## config.mk

```make
export PLATFORM = sky130hd
export DESIGN_NAME = apoe_top
export DESIGN_NICKNAME = d
export VERILOG_FILES = /design/src/hdl/apoe_top.v /design/src/hdl/apoe_dec_acc.v
export VERILOG_INCLUDE_DIRS = /design/src /design/src/include
export SDC_FILE = /design/constraint.sdc
export NUM_CORES = 1
export LEC_CHECK = 0
export ABC_CLOCK_PERIOD_IN_PS = 5500
export BUFFER_PORTS_ARGS = -buffer_cell sky130_fd_sc_hd__buf_4
export CELL_PAD_IN_SITES_DETAIL_PLACEMENT = 0
export CELL_PAD_IN_SITES_GLOBAL_PLACEMENT = 1
export CORE_MARGIN = 2
export CORE_UTILIZATION = 29
export DETAILED_ROUTE_END_ITERATION = 10
export GPL_ROUTABILITY_DRIVEN = 0
export MAX_ROUTING_LAYER = met4
export PLACE_DENSITY = 0.52
export RECOVER_POWER = 25
export SLEW_MARGIN = 5
export SYNTH_ARGS = -nofsm -noshare
export SYNTH_HDL_FRONTEND = slang
export SYNTH_HIERARCHICAL = 1
export SYNTH_SLANG_ARGS = --single-unit
```

## constraint.sdc

```tcl
create_clock -name pclk -period 5.5 [get_ports pclk]
set_input_delay 0.275 -clock pclk [delete_from_list [all_inputs] [get_ports pclk]]
set_output_delay 0.275 -clock pclk [all_outputs]
set_load 0.02 [all_outputs]
```

## src/include/apoe_defs.vh

```
/*
 * Constants for the auxiliary port operator entry block: register
 * offsets, field positions, status codes and special characters.
 * Assumes it is included by bare name from the design files.
 */
`ifndef APOE_DEFS_VH
`define APOE_DEFS_VH

// ------------------------------------------------------------------
// Register byte offsets.
// ------------------------------------------------------------------
`define APOE_OFS_CFG 8'h00
`define APOE_OFS_CISEL 8'h04
`define APOE_OFS_LAST 8'h08
`define APOE_OFS_STAT 8'h0c
`define APOE_OFS_STRHI 8'h10
`define APOE_OFS_STRLO 8'h14
`define APOE_OFS_NUMINT 8'h18
`define APOE_OFS_NUMFRC 8'h1c
`define APOE_OFS_HDL 8'h20

// ------------------------------------------------------------------
// Field positions and reset values.
// ------------------------------------------------------------------
`define APOE_CFG_EN_BIT 0
`define APOE_CFG_LEN_LSB 4
`define APOE_CFG_LEN_MSB 6
`define APOE_HDL_REARM_BIT 0
`define APOE_HDL_BUSY_BIT 1
`define APOE_HDL_ARMED_BIT 0
`define APOE_LEN_MAX 3'h6
`define APOE_CISEL_RST 2'h0

// ------------------------------------------------------------------
// Interrupt selector values and status codes.
// ------------------------------------------------------------------
`define APOE_CI_NONE 2'h0
`define APOE_CI_ENTER 2'h1
`define APOE_CI_ANY 2'h2
`define APOE_CI_FLUSH 32'hffffffff
`define APOE_ST_IDLE 2'h0
`define APOE_ST_CHARS 2'h1
`define APOE_ST_STRING 2'h2
`define APOE_ST_NUMBER 2'h3
`define APOE_ST_OFF 32'hffffffff

// ------------------------------------------------------------------
// Special characters.
// ------------------------------------------------------------------
`define APOE_CH_ENTER 8'h0d
`define APOE_CH_ESC 8'h1b
`define APOE_CH_BSLASH 8'h5c
`define APOE_CH_MINUS 8'h2d
`define APOE_CH_PLUS 8'h2b
`define APOE_CH_ZERO 8'h30
`define APOE_CH_NINE 8'h39

`endif

```

## src/hdl/apoe_top.v

```verilog
/*
 * Operator data entry decoder for the auxiliary serial port, with an
 * APB register slave. Holds the last character, the terminated
 * string and number, the status code and the communication
 * interrupt divert. Assumes the receive UART, the program state
 * inputs and APB all run on pclk, so none is resynchronised.
 */
// Implementation choices: the APB register port and the register offsets.
// Notes on behaviour
// - Entry exists only on auxiliary port two.
// - Entry works only while a program runs.
// - Backslash or escape leaves entry mode.
// - Last received character is always readable.
// - Terminated string is kept readable.
// - Terminated number is kept readable.
// - Status: -1 off, 0,1,2,3 as received.
// - Reading string or number clears status; only the upper word read clears it.
// - Selector: none, on enter, on any.
// - Writing -1 to selector flushes buffer.
// - Qualifying character diverts to the handler.
// - Handler return rearms only with argument one.
// - Interrupt armed only while thread zero runs.
// - Six-byte holder: integer then fraction.
// - String takes requested count, six by default.
// - First character lands in top byte.
`timescale 1ns/1ps
`default_nettype none
`include "apoe_defs.vh"

module apoe_top #(
  parameter NUM_W = 32,
  parameter FRC_W = 16
) (
  input wire pclk,
  input wire presetn,
  input wire psel,
  input wire penable,
  input wire pwrite,
  input wire [7:0] paddr,
  input wire [31:0] pwdata,
  output reg [31:0] prdata,
  output reg pready,
  output reg pslverr,
  input wire aux_rx_valid,
  input wire [7:0] aux_rx_char,
  input wire program_running,
  input wire thread0_running,
  output reg com_divert,
  output reg entry_active
);

  // -----------------------------------------------------------------
  // State.
  // -----------------------------------------------------------------
  reg entry_en_ff; // Entry mode enable, the third config field.
  reg [2:0] len_spec_ff; // String length specifier, 0 means six.
  reg [1:0] cisel_ff; // Communication interrupt selector.
  reg [7:0] last_rx_char_ff; // Most recent character.
  reg [47:0] buf_ff; // Characters of the entry in progress.
  reg [2:0] cnt_ff; // Characters held in buf_ff.
  reg [47:0] rx_string_holder_ff; // Last terminated string.
  reg [47:0] rx_number_holder_ff; // Last terminated number.
  reg [1:0] code_ff; // Status code while entry mode is on.
  reg armed_ff; // Interrupt armed.
  reg busy_ff; // Handler running, program diverted.

  reg nxt_entry_en;
  reg [1:0] nxt_cisel;
  reg [47:0] nxt_buf;
  reg [2:0] nxt_cnt;
  reg [47:0] nxt_str;
  reg [47:0] nxt_num;
  reg [1:0] nxt_code;
  reg nxt_armed;
  reg nxt_busy;
  reg acc_clr; // Restart the decimal accumulator.
  reg [31:0] rd_mux; // Read data for the addressed register.
  reg rd_hit; // Address is mapped.

  wire setup;
  wire wr_acc;
  wire rd_acc;
  wire active;
  wire is_exit;
  wire is_enter;
  wire [2:0] limit;
  wire [5:0] slot;
  wire [NUM_W-1:0] acc_val;
  wire acc_num;
  wire acc_feed;
  wire qualify;
  wire [31:0] stat_rd;

  // -----------------------------------------------------------------
  // APB decode.
  // -----------------------------------------------------------------
  // The slave answers in the first access cycle, so no wait states.
  assign setup = psel && !penable;
  assign wr_acc = psel && penable && pready && pwrite;
  assign rd_acc = psel && penable && pready && !pwrite;

  // -----------------------------------------------------------------
  // Receive qualification.
  // -----------------------------------------------------------------
  // Only the auxiliary receiver feeds this block; the main port has
  // no path here at all.
  assign active = entry_en_ff && program_running;
  assign is_exit = (aux_rx_char == `APOE_CH_BSLASH) ||
                   (aux_rx_char == `APOE_CH_ESC);
  assign is_enter = aux_rx_char == `APOE_CH_ENTER;
  // A count of zero or above six falls back to six.
  assign limit = (len_spec_ff == 3'h0 || len_spec_ff > `APOE_LEN_MAX)
                 ? `APOE_LEN_MAX : len_spec_ff;
  // Byte slot counts down from the top byte.
  assign slot = 6'h28 - {cnt_ff, 3'h0};
  // Terminators never reach the accumulator, so a lone sign or an
  // empty entry has no digit and is reported as a string.
  assign acc_feed = aux_rx_valid && active && !is_exit && !is_enter;
  assign qualify = aux_rx_valid && active &&
                   ((cisel_ff == `APOE_CI_ANY) ||
                    (cisel_ff == `APOE_CI_ENTER && is_enter));
  assign stat_rd = entry_en_ff ? {30'h0, code_ff}
                               : `APOE_ST_OFF;

  apoe_dec_acc #(
    .WIDTH(NUM_W)
  ) u_acc (
    .pclk(pclk),
    .presetn(presetn),
    .clr(acc_clr),
    .ch_valid(acc_feed),
    .ch(aux_rx_char),
    .value(acc_val),
    .is_num(acc_num)
  );

  // -----------------------------------------------------------------
  // Next-state logic for entry, holders and interrupt.
  // -----------------------------------------------------------------
  // Order matters: software clears come first so that a hardware
  // event in the same cycle overrides them.
  always @* begin
    nxt_entry_en = entry_en_ff;
    nxt_cisel = cisel_ff;
    nxt_buf = buf_ff;
    nxt_cnt = cnt_ff;
    nxt_str = rx_string_holder_ff;
    nxt_num = rx_number_holder_ff;
    nxt_code = code_ff;
    nxt_armed = armed_ff;
    nxt_busy = busy_ff;
    acc_clr = 1'b0;
    // Software side: configuration, selector and handler return writes.
    if (wr_acc) begin
      case (paddr)
        `APOE_OFS_CFG: begin
          nxt_entry_en = pwdata[`APOE_CFG_EN_BIT];
        end
        `APOE_OFS_CISEL: begin
          if (pwdata == `APOE_CI_FLUSH) begin
            nxt_buf = 48'h0;
            nxt_cnt = 3'h0;
            acc_clr = 1'b1;
          end else if (pwdata[31:2] == 30'h0 &&
                       pwdata[1:0] != 2'h3) begin
            nxt_cisel = pwdata[1:0];
            // Selecting a trigger arms; selecting none disarms.
            nxt_armed = (pwdata[1:0] != `APOE_CI_NONE);
          end
        end
        `APOE_OFS_HDL: begin
          if (busy_ff) begin
            nxt_busy = 1'b0;
            nxt_armed = pwdata[`APOE_HDL_REARM_BIT];
          end
        end
        // Writes to read-only holders are ignored without an error.
        default: begin
        end
      endcase
    end
    // Reading the upper word of the matching holder returns the code to idle.
    if (rd_acc) begin
      if ((paddr == `APOE_OFS_STRHI && code_ff == `APOE_ST_STRING) ||
          (paddr == `APOE_OFS_NUMINT && code_ff == `APOE_ST_NUMBER))
        nxt_code = `APOE_ST_IDLE;
    end
    // Hardware side: received characters.
    if (aux_rx_valid && active) begin
      if (is_exit) begin
        nxt_entry_en = 1'b0;
        nxt_buf = 48'h0;
        nxt_cnt = 3'h0;
        acc_clr = 1'b1;
      end else if (is_enter) begin
        if (acc_num) begin
          // Integer part high, fraction low and zero.
          nxt_num = {acc_val, {FRC_W{1'b0}}};
          nxt_code = `APOE_ST_NUMBER;
        end else begin
          nxt_str = buf_ff;
          nxt_code = `APOE_ST_STRING;
        end
        nxt_buf = 48'h0;
        nxt_cnt = 3'h0;
        acc_clr = 1'b1;
      end else begin
        // Extra characters beyond the limit are dropped from the
        // string but still count towards the number.
        if (cnt_ff < limit) begin
          nxt_buf[slot +: 8] = aux_rx_char;
          nxt_cnt = cnt_ff + 3'h1;
        end
        nxt_code = `APOE_ST_CHARS;
      end
    end
    // Divert: the handler owns the program until it returns. The
    // next-state arm and busy values are used so that a character
    // that arrives with a selector write or a handler return in the
    // same cycle is not lost: the hardware event wins over the
    // software update.
    if (qualify && nxt_armed && thread0_running && !nxt_busy) begin
      nxt_busy = 1'b1;
      nxt_armed = 1'b0;
    end
    // The interrupt may only stay armed while thread zero runs.
    if (!thread0_running)
      nxt_armed = 1'b0;
  end

  // -----------------------------------------------------------------
  // State registers.
  // -----------------------------------------------------------------
  always @(posedge pclk or negedge presetn) begin
    if (!presetn) begin
      entry_en_ff <= 1'b0;
      cisel_ff <= `APOE_CISEL_RST;
      buf_ff <= 48'h0;
      cnt_ff <= 3'h0;
      rx_string_holder_ff <= 48'h0;
      rx_number_holder_ff <= 48'h0;
      code_ff <= `APOE_ST_IDLE;
      armed_ff <= 1'b0;
      busy_ff <= 1'b0;
    end else begin
      entry_en_ff <= nxt_entry_en;
      cisel_ff <= nxt_cisel;
      buf_ff <= nxt_buf;
      cnt_ff <= nxt_cnt;
      rx_string_holder_ff <= nxt_str;
      rx_number_holder_ff <= nxt_num;
      code_ff <= nxt_code;
      armed_ff <= nxt_armed;
      busy_ff <= nxt_busy;
    end
  end

  // -----------------------------------------------------------------
  // Length specifier and last character.
  // -----------------------------------------------------------------
  // The last character updates on every receive, in or out of mode.
  always @(posedge pclk or negedge presetn) begin
    if (!presetn) begin
      len_spec_ff <= 3'h0;
      last_rx_char_ff <= 8'h0;
    end else begin
      if (wr_acc && paddr == `APOE_OFS_CFG)
        len_spec_ff <= pwdata[`APOE_CFG_LEN_MSB:`APOE_CFG_LEN_LSB];
      if (aux_rx_valid)
        last_rx_char_ff <= aux_rx_char;
    end
  end

  // -----------------------------------------------------------------
  // Read multiplexer.
  // -----------------------------------------------------------------
  // Unaligned or unknown offsets fall to the default branch and the
  // transfer answers with an error and zero data.
  always @* begin
    rd_mux = 32'h0;
    rd_hit = 1'b1;
    case (paddr)
      `APOE_OFS_CFG: begin
        rd_mux = {25'h0, len_spec_ff, 3'h0, entry_en_ff};
      end
      `APOE_OFS_CISEL: begin
        rd_mux = {30'h0, cisel_ff};
      end
      `APOE_OFS_LAST: begin
        rd_mux = {24'h0, last_rx_char_ff};
      end
      `APOE_OFS_STAT: begin
        rd_mux = stat_rd;
      end
      `APOE_OFS_STRHI: begin
        rd_mux = rx_string_holder_ff[47:16];
      end
      `APOE_OFS_STRLO: begin
        rd_mux = {16'h0, rx_string_holder_ff[15:0]};
      end
      `APOE_OFS_NUMINT: begin
        rd_mux = rx_number_holder_ff[47:16];
      end
      `APOE_OFS_NUMFRC: begin
        rd_mux = {16'h0, rx_number_holder_ff[15:0]};
      end
      `APOE_OFS_HDL: begin
        rd_mux = {30'h0, busy_ff, armed_ff};
      end
      default: begin
        rd_hit = 1'b0;
      end
    endcase
  end

  // -----------------------------------------------------------------
  // APB answer and output flops.
  // -----------------------------------------------------------------
  // Read data is captured in setup, so a status read sees the value
  // before any clear that the same read causes.
  always @(posedge pclk or negedge presetn) begin
    if (!presetn) begin
      prdata <= 32'h0;
      pready <= 1'b0;
      pslverr <= 1'b0;
      com_divert <= 1'b0;
      entry_active <= 1'b0;
    end else begin
      pready <= setup;
      if (setup) begin
        prdata <= pwrite ? 32'h0 : rd_mux;
        pslverr <= !rd_hit;
      end else begin
        pslverr <= 1'b0;
      end
      com_divert <= nxt_busy;
      entry_active <= nxt_entry_en && program_running;
    end
  end

endmodule
`default_nettype wire

```

## src/hdl/apoe_dec_acc.v

```verilog
/*
 * Signed decimal accumulator. Takes one character at a time and
 * keeps the running value and whether all input so far is a number.
 * Assumes characters arrive on the same clock as pclk.
 */
`timescale 1ns/1ps
`default_nettype none
`include "apoe_defs.vh"

module apoe_dec_acc #(
  parameter WIDTH = 32
) (
  input wire pclk,
  input wire presetn,
  input wire clr,
  input wire ch_valid,
  input wire [7:0] ch,
  output wire [WIDTH-1:0] value,
  output wire is_num
);

  reg [WIDTH-1:0] mag_ff; // Magnitude so far.
  reg neg_ff; // A leading minus was seen.
  reg any_ff; // At least one character was seen.
  reg digit_ff; // At least one digit was seen.
  reg bad_ff; // Some character broke the number form.

  wire is_digit;
  wire is_sign;
  wire [WIDTH-1:0] dval;
  wire [WIDTH+3:0] prod;

  assign is_digit = (ch >= `APOE_CH_ZERO) && (ch <= `APOE_CH_NINE);
  assign is_sign = (ch == `APOE_CH_MINUS) || (ch == `APOE_CH_PLUS);
  assign dval = {{(WIDTH-8){1'b0}}, ch - `APOE_CH_ZERO};
  // Overflow wraps silently; entries are short in practice.
  assign prod = {4'h0, mag_ff} * 4'ha;

  // -----------------------------------------------------------------
  // Accumulation.
  // -----------------------------------------------------------------
  // A sign counts only as the very first character.
  always @(posedge pclk or negedge presetn) begin
    if (!presetn) begin
      mag_ff <= {WIDTH{1'b0}};
      neg_ff <= 1'b0;
      any_ff <= 1'b0;
      digit_ff <= 1'b0;
      bad_ff <= 1'b0;
    end else if (clr) begin
      mag_ff <= {WIDTH{1'b0}};
      neg_ff <= 1'b0;
      any_ff <= 1'b0;
      digit_ff <= 1'b0;
      bad_ff <= 1'b0;
    end else if (ch_valid) begin
      any_ff <= 1'b1;
      if (is_digit) begin
        mag_ff <= prod[WIDTH-1:0] + dval;
        digit_ff <= 1'b1;
      end else if (is_sign && !any_ff) begin
        neg_ff <= (ch == `APOE_CH_MINUS);
      end else begin
        bad_ff <= 1'b1;
      end
    end
  end

  // The value is signed two's complement.
  assign value = neg_ff ? (~mag_ff + {{(WIDTH-1){1'b0}}, 1'b1}) : mag_ff;
  assign is_num = digit_ff && !bad_ff;

endmodule
`default_nettype wire

```

==> results.yml <==
critical_path:
  crit_chain: "ha_1 > ha_1 > fa_1 > a211oi_1 > o211ai_1 > a21oi_1 > o21ai_0 > xor2_1 > and4b_1 > nand2_2 > o311a_1 > a2111oi_2"
  max_stage_delay_ns: 0.57
  critPathTopFamily: "compound AO/OA/AOI/OAI gates"
  critPathBufInv: 0
  crit_path_top_delay_cell: "a211oi_1"
  crit_top_cell: "ha_1"
  r2r_start: "u_acc/mag_ff[1]"
  required_ns: 5.93
  crit_start: "u_acc/mag_ff[1]"
  path_class: "reg2reg"
  startpoint_type: "flop"
  critPathArrivalTime_ns: 4.73
  cp-end-kind: "flop"
  worst-path-max-fanout: 8
clocking:
  ctsHoldBuffers: 6
  cts_setup_buffers: 0
  cts_buffers: 26
  clock_latency_ns: 0.54
  root_buffer: "clkbuf_16"
  cts_sinks: 220
  post_cts_resized: 0
  h-tree-depth: 1
  clkTransAtPathRegs_ns: 0.06
  tritoncts: "built"
  clockBufferDepth: 3
synth:
  yosys.area_share.simple: 0.149
  synth-async-reset-ratio: 1.00
  syn_nets: 1422
  synth_compound_area_frac: 0.201
  yosysSeqAreaShare: 0.415
  netlist_area_um2: 13300
  yosysMostFrequentCell: "dfrtp_1"
  netlist_instances: 1290
  yosysTopAreaCellShare: 0.415
  synth_top_family_by_area: "compound AO/OA/AOI/OAI gates"
  yosysUniqueCellTypes: 98
  muxShareOfSynthArea: 0.0834
  synthTopCellsByArea: "dfrtp_1 (41%), mux2_2 (7.0%), ha_1 (7.0%)"
  synth_top_cell_by_area: "dfrtp_1"
  yosys_warnings: 6
  syn_area_per_cell_um2: 10.3
  synth_xor_area_frac: 0.0469
  synth_fa_ha_area_frac: 0.0728
  synth_edf_count: 0
  synth_commonest_cells: "dfrtp_1 (220), nand2_1 (101), mux2_2 (83), a21oi_1 (81), ha_1 (74)"
  ys.flop_type: "dfrtp_1"
  ys_ff_latch: 220
run_status:
  status: "finished with violations"
  violations: "capacitance limit, slew limit"
route:
  routed_wl_um: 42500
  wire_per_inst_um: 21.4
  vias_per_cell: 5.36
  drc: 0
  ant_nets: 0
  drt-pass1-iter-count: 5
  drt_iter0_markers: 765
  dr_total_vias: 10600
global_routing:
  grt_pass1_vias: 10700
  grt_pass1_wl_um: 66400
  antenna_found_initial: 1
  grt_max_degree: 120
  gr-usage-all-layers: 0.185
  overflow: 0
die:
  dieArea_um2: 47500
  pin_count: 92
  coreArea_um2: 45300
  start_util: 0.293
  die_h_um: 218
  rows: 78
  die_x_um: 218
finish:
  multi_input_area_um2: 7370
  area_delta_synth_final_pct: 16.7
  final_nets: 1491
  layout-drive-gt1-share: 0.194
  post-route-util: 0.342
  regArea_um2: 5510
  num-fill-cells: 4665
timing:
  slew_viol_final: 137
  tns_ns: 0
  worst_pin_slew_ns: 2.85
  min_period_over_period: 0.781
  setup_violations: 0
  rsz0062_at_grt: "false"
  slew_headroom: -0.897
  post-route-min-period_ns: 4.30
  fmax_mhz: 233
  hold_viol: 0
  fin_skew_ns: 0.0156
run:
  max-cap-violations: 2
hold_path:
  hold_path.class: "in2reg"
  worstHoldStart: "thread0_running"
placed_design:
  port_buffers: 91
  dpl.hpwl_um: 30100
pwr:
  power_density_nw_per_um2: 237
  ir_drop_mv: 0.182
  p_leak_nw: 7.12
  power_mw: 3.68
cells by family after synthesis:
family / count (synthesis)
xor gates and xnor gates: 71
AOI/OAI and AO/OA: 365
muxes: 99
buffers and inverters: 97
DFF: 220
and+or+nand+nor: 362
adders and majority gates: 76
power by group:
group          switching (mW)  total (mW)  internal, mW  leakage, nW
Sequential            0.00655        1.63          1.63         3.04
Combinational           0.109       0.166        0.0570         3.62
Clock                   0.712        1.87          1.16        0.465
Total                   0.828        3.68          2.85         7.12
sequential cells by signal (all words and copies together) (netlist names):
register             flops
armed_ff                 1
buf_ff                  48
cisel_ff                 2
cnt_ff                   3
code_ff                  2
com_divert               1
entry_active             1
entry_en_ff              1
last_rx_char_ff          8
len_spec_ff              3
prdata                  32
pready                   1
pslverr                  1
rx_number_holder_ff     32
rx_string_holder_ff     48
u_acc/any_ff             1
u_acc/bad_ff             1
u_acc/digit_ff           1
u_acc/mag_ff            32
u_acc/neg_ff             1
metrics by stage:
step	area (um2)	std cells	hold slack (ns)	worst slack, ns
2_1_floorplan	13300	1290	-0.0206	1.69
3_3_place_gp	14500	1925	0.419	1.26
3_5_place_dp	14500	1925	0.424	1.21
4_1_cts	15500	1979	0.00298	1.17
5_1_grt	15500	1980	0.0124	0.838
6_report	15500	1980	0.0362	1.20
cells in the final DEF, fill, tap and decap left out, drive strengths merged, types with 8 or more instances in the layout:
cell type,n
dfrtp,220
nand2,102
buf,94
mux2,92
a21oi,84
ha,74
nor2,69
o21ai,65
xnor2,50
clkbuf,48
a32o,45
a21o,31
nand3,27
inv,26
nand4,23
nor4,23
a211oi,22
xor2,21
a221oi,19
or3,18
nor3,14
o31ai,14
and2,13
and3,11
or4,11
a22oi,10
nand2b,9
nor2b,9
o21a,9
clkinv,8
worst paths after layout:
check | cells after the start | slack, ns | endpoint
worst max-delay path | 12 | 1.20 | u_acc/mag_ff[31]
worst min-delay path | 3 | 0.04 | armed_ff
worst max register to register | 12 | 1.20 | u_acc/mag_ff[31]
worst min register to register | 1 | 0.48 | prdata[3]
max in group asynchronous | 3 | 2.65 | u_acc/mag_ff[12]
min in group asynchronous | 2 | 1.15 | pslverr
per-layer routing:
layer,share of wire,up-vias,track usage
met5,0,-,-
met4,0.016,0,0.0397
met2,0.48,178,0.300
li1,-,5038,-
met3,0.034,42,0.0218
met1,0.47,5349,0.248
worst min-delay path, delay by kind of cell:
family / cells / cell delay, ns
buffers and inverters: 1 / 0.11
AND/OR/NAND/NOR: 1 / 0.06
AO/OA/AOI/OAI: 1 / 0.10
area by class of cell:
type | count | area share
Multi-Input combinational cell | 973 | 0.476
Sequential cell | 220 | 0.355
Timing Repair Buffer | 111 | 0.0530
Clock buffer | 37 | 0.0499
Tap cell | 600 | 0.0485
Clock inverter | 11 | 0.0103
Inverter | 27 | 0.00654
Antenna cell | 1 | 0.000162
(Power assumes the default switching activity.)
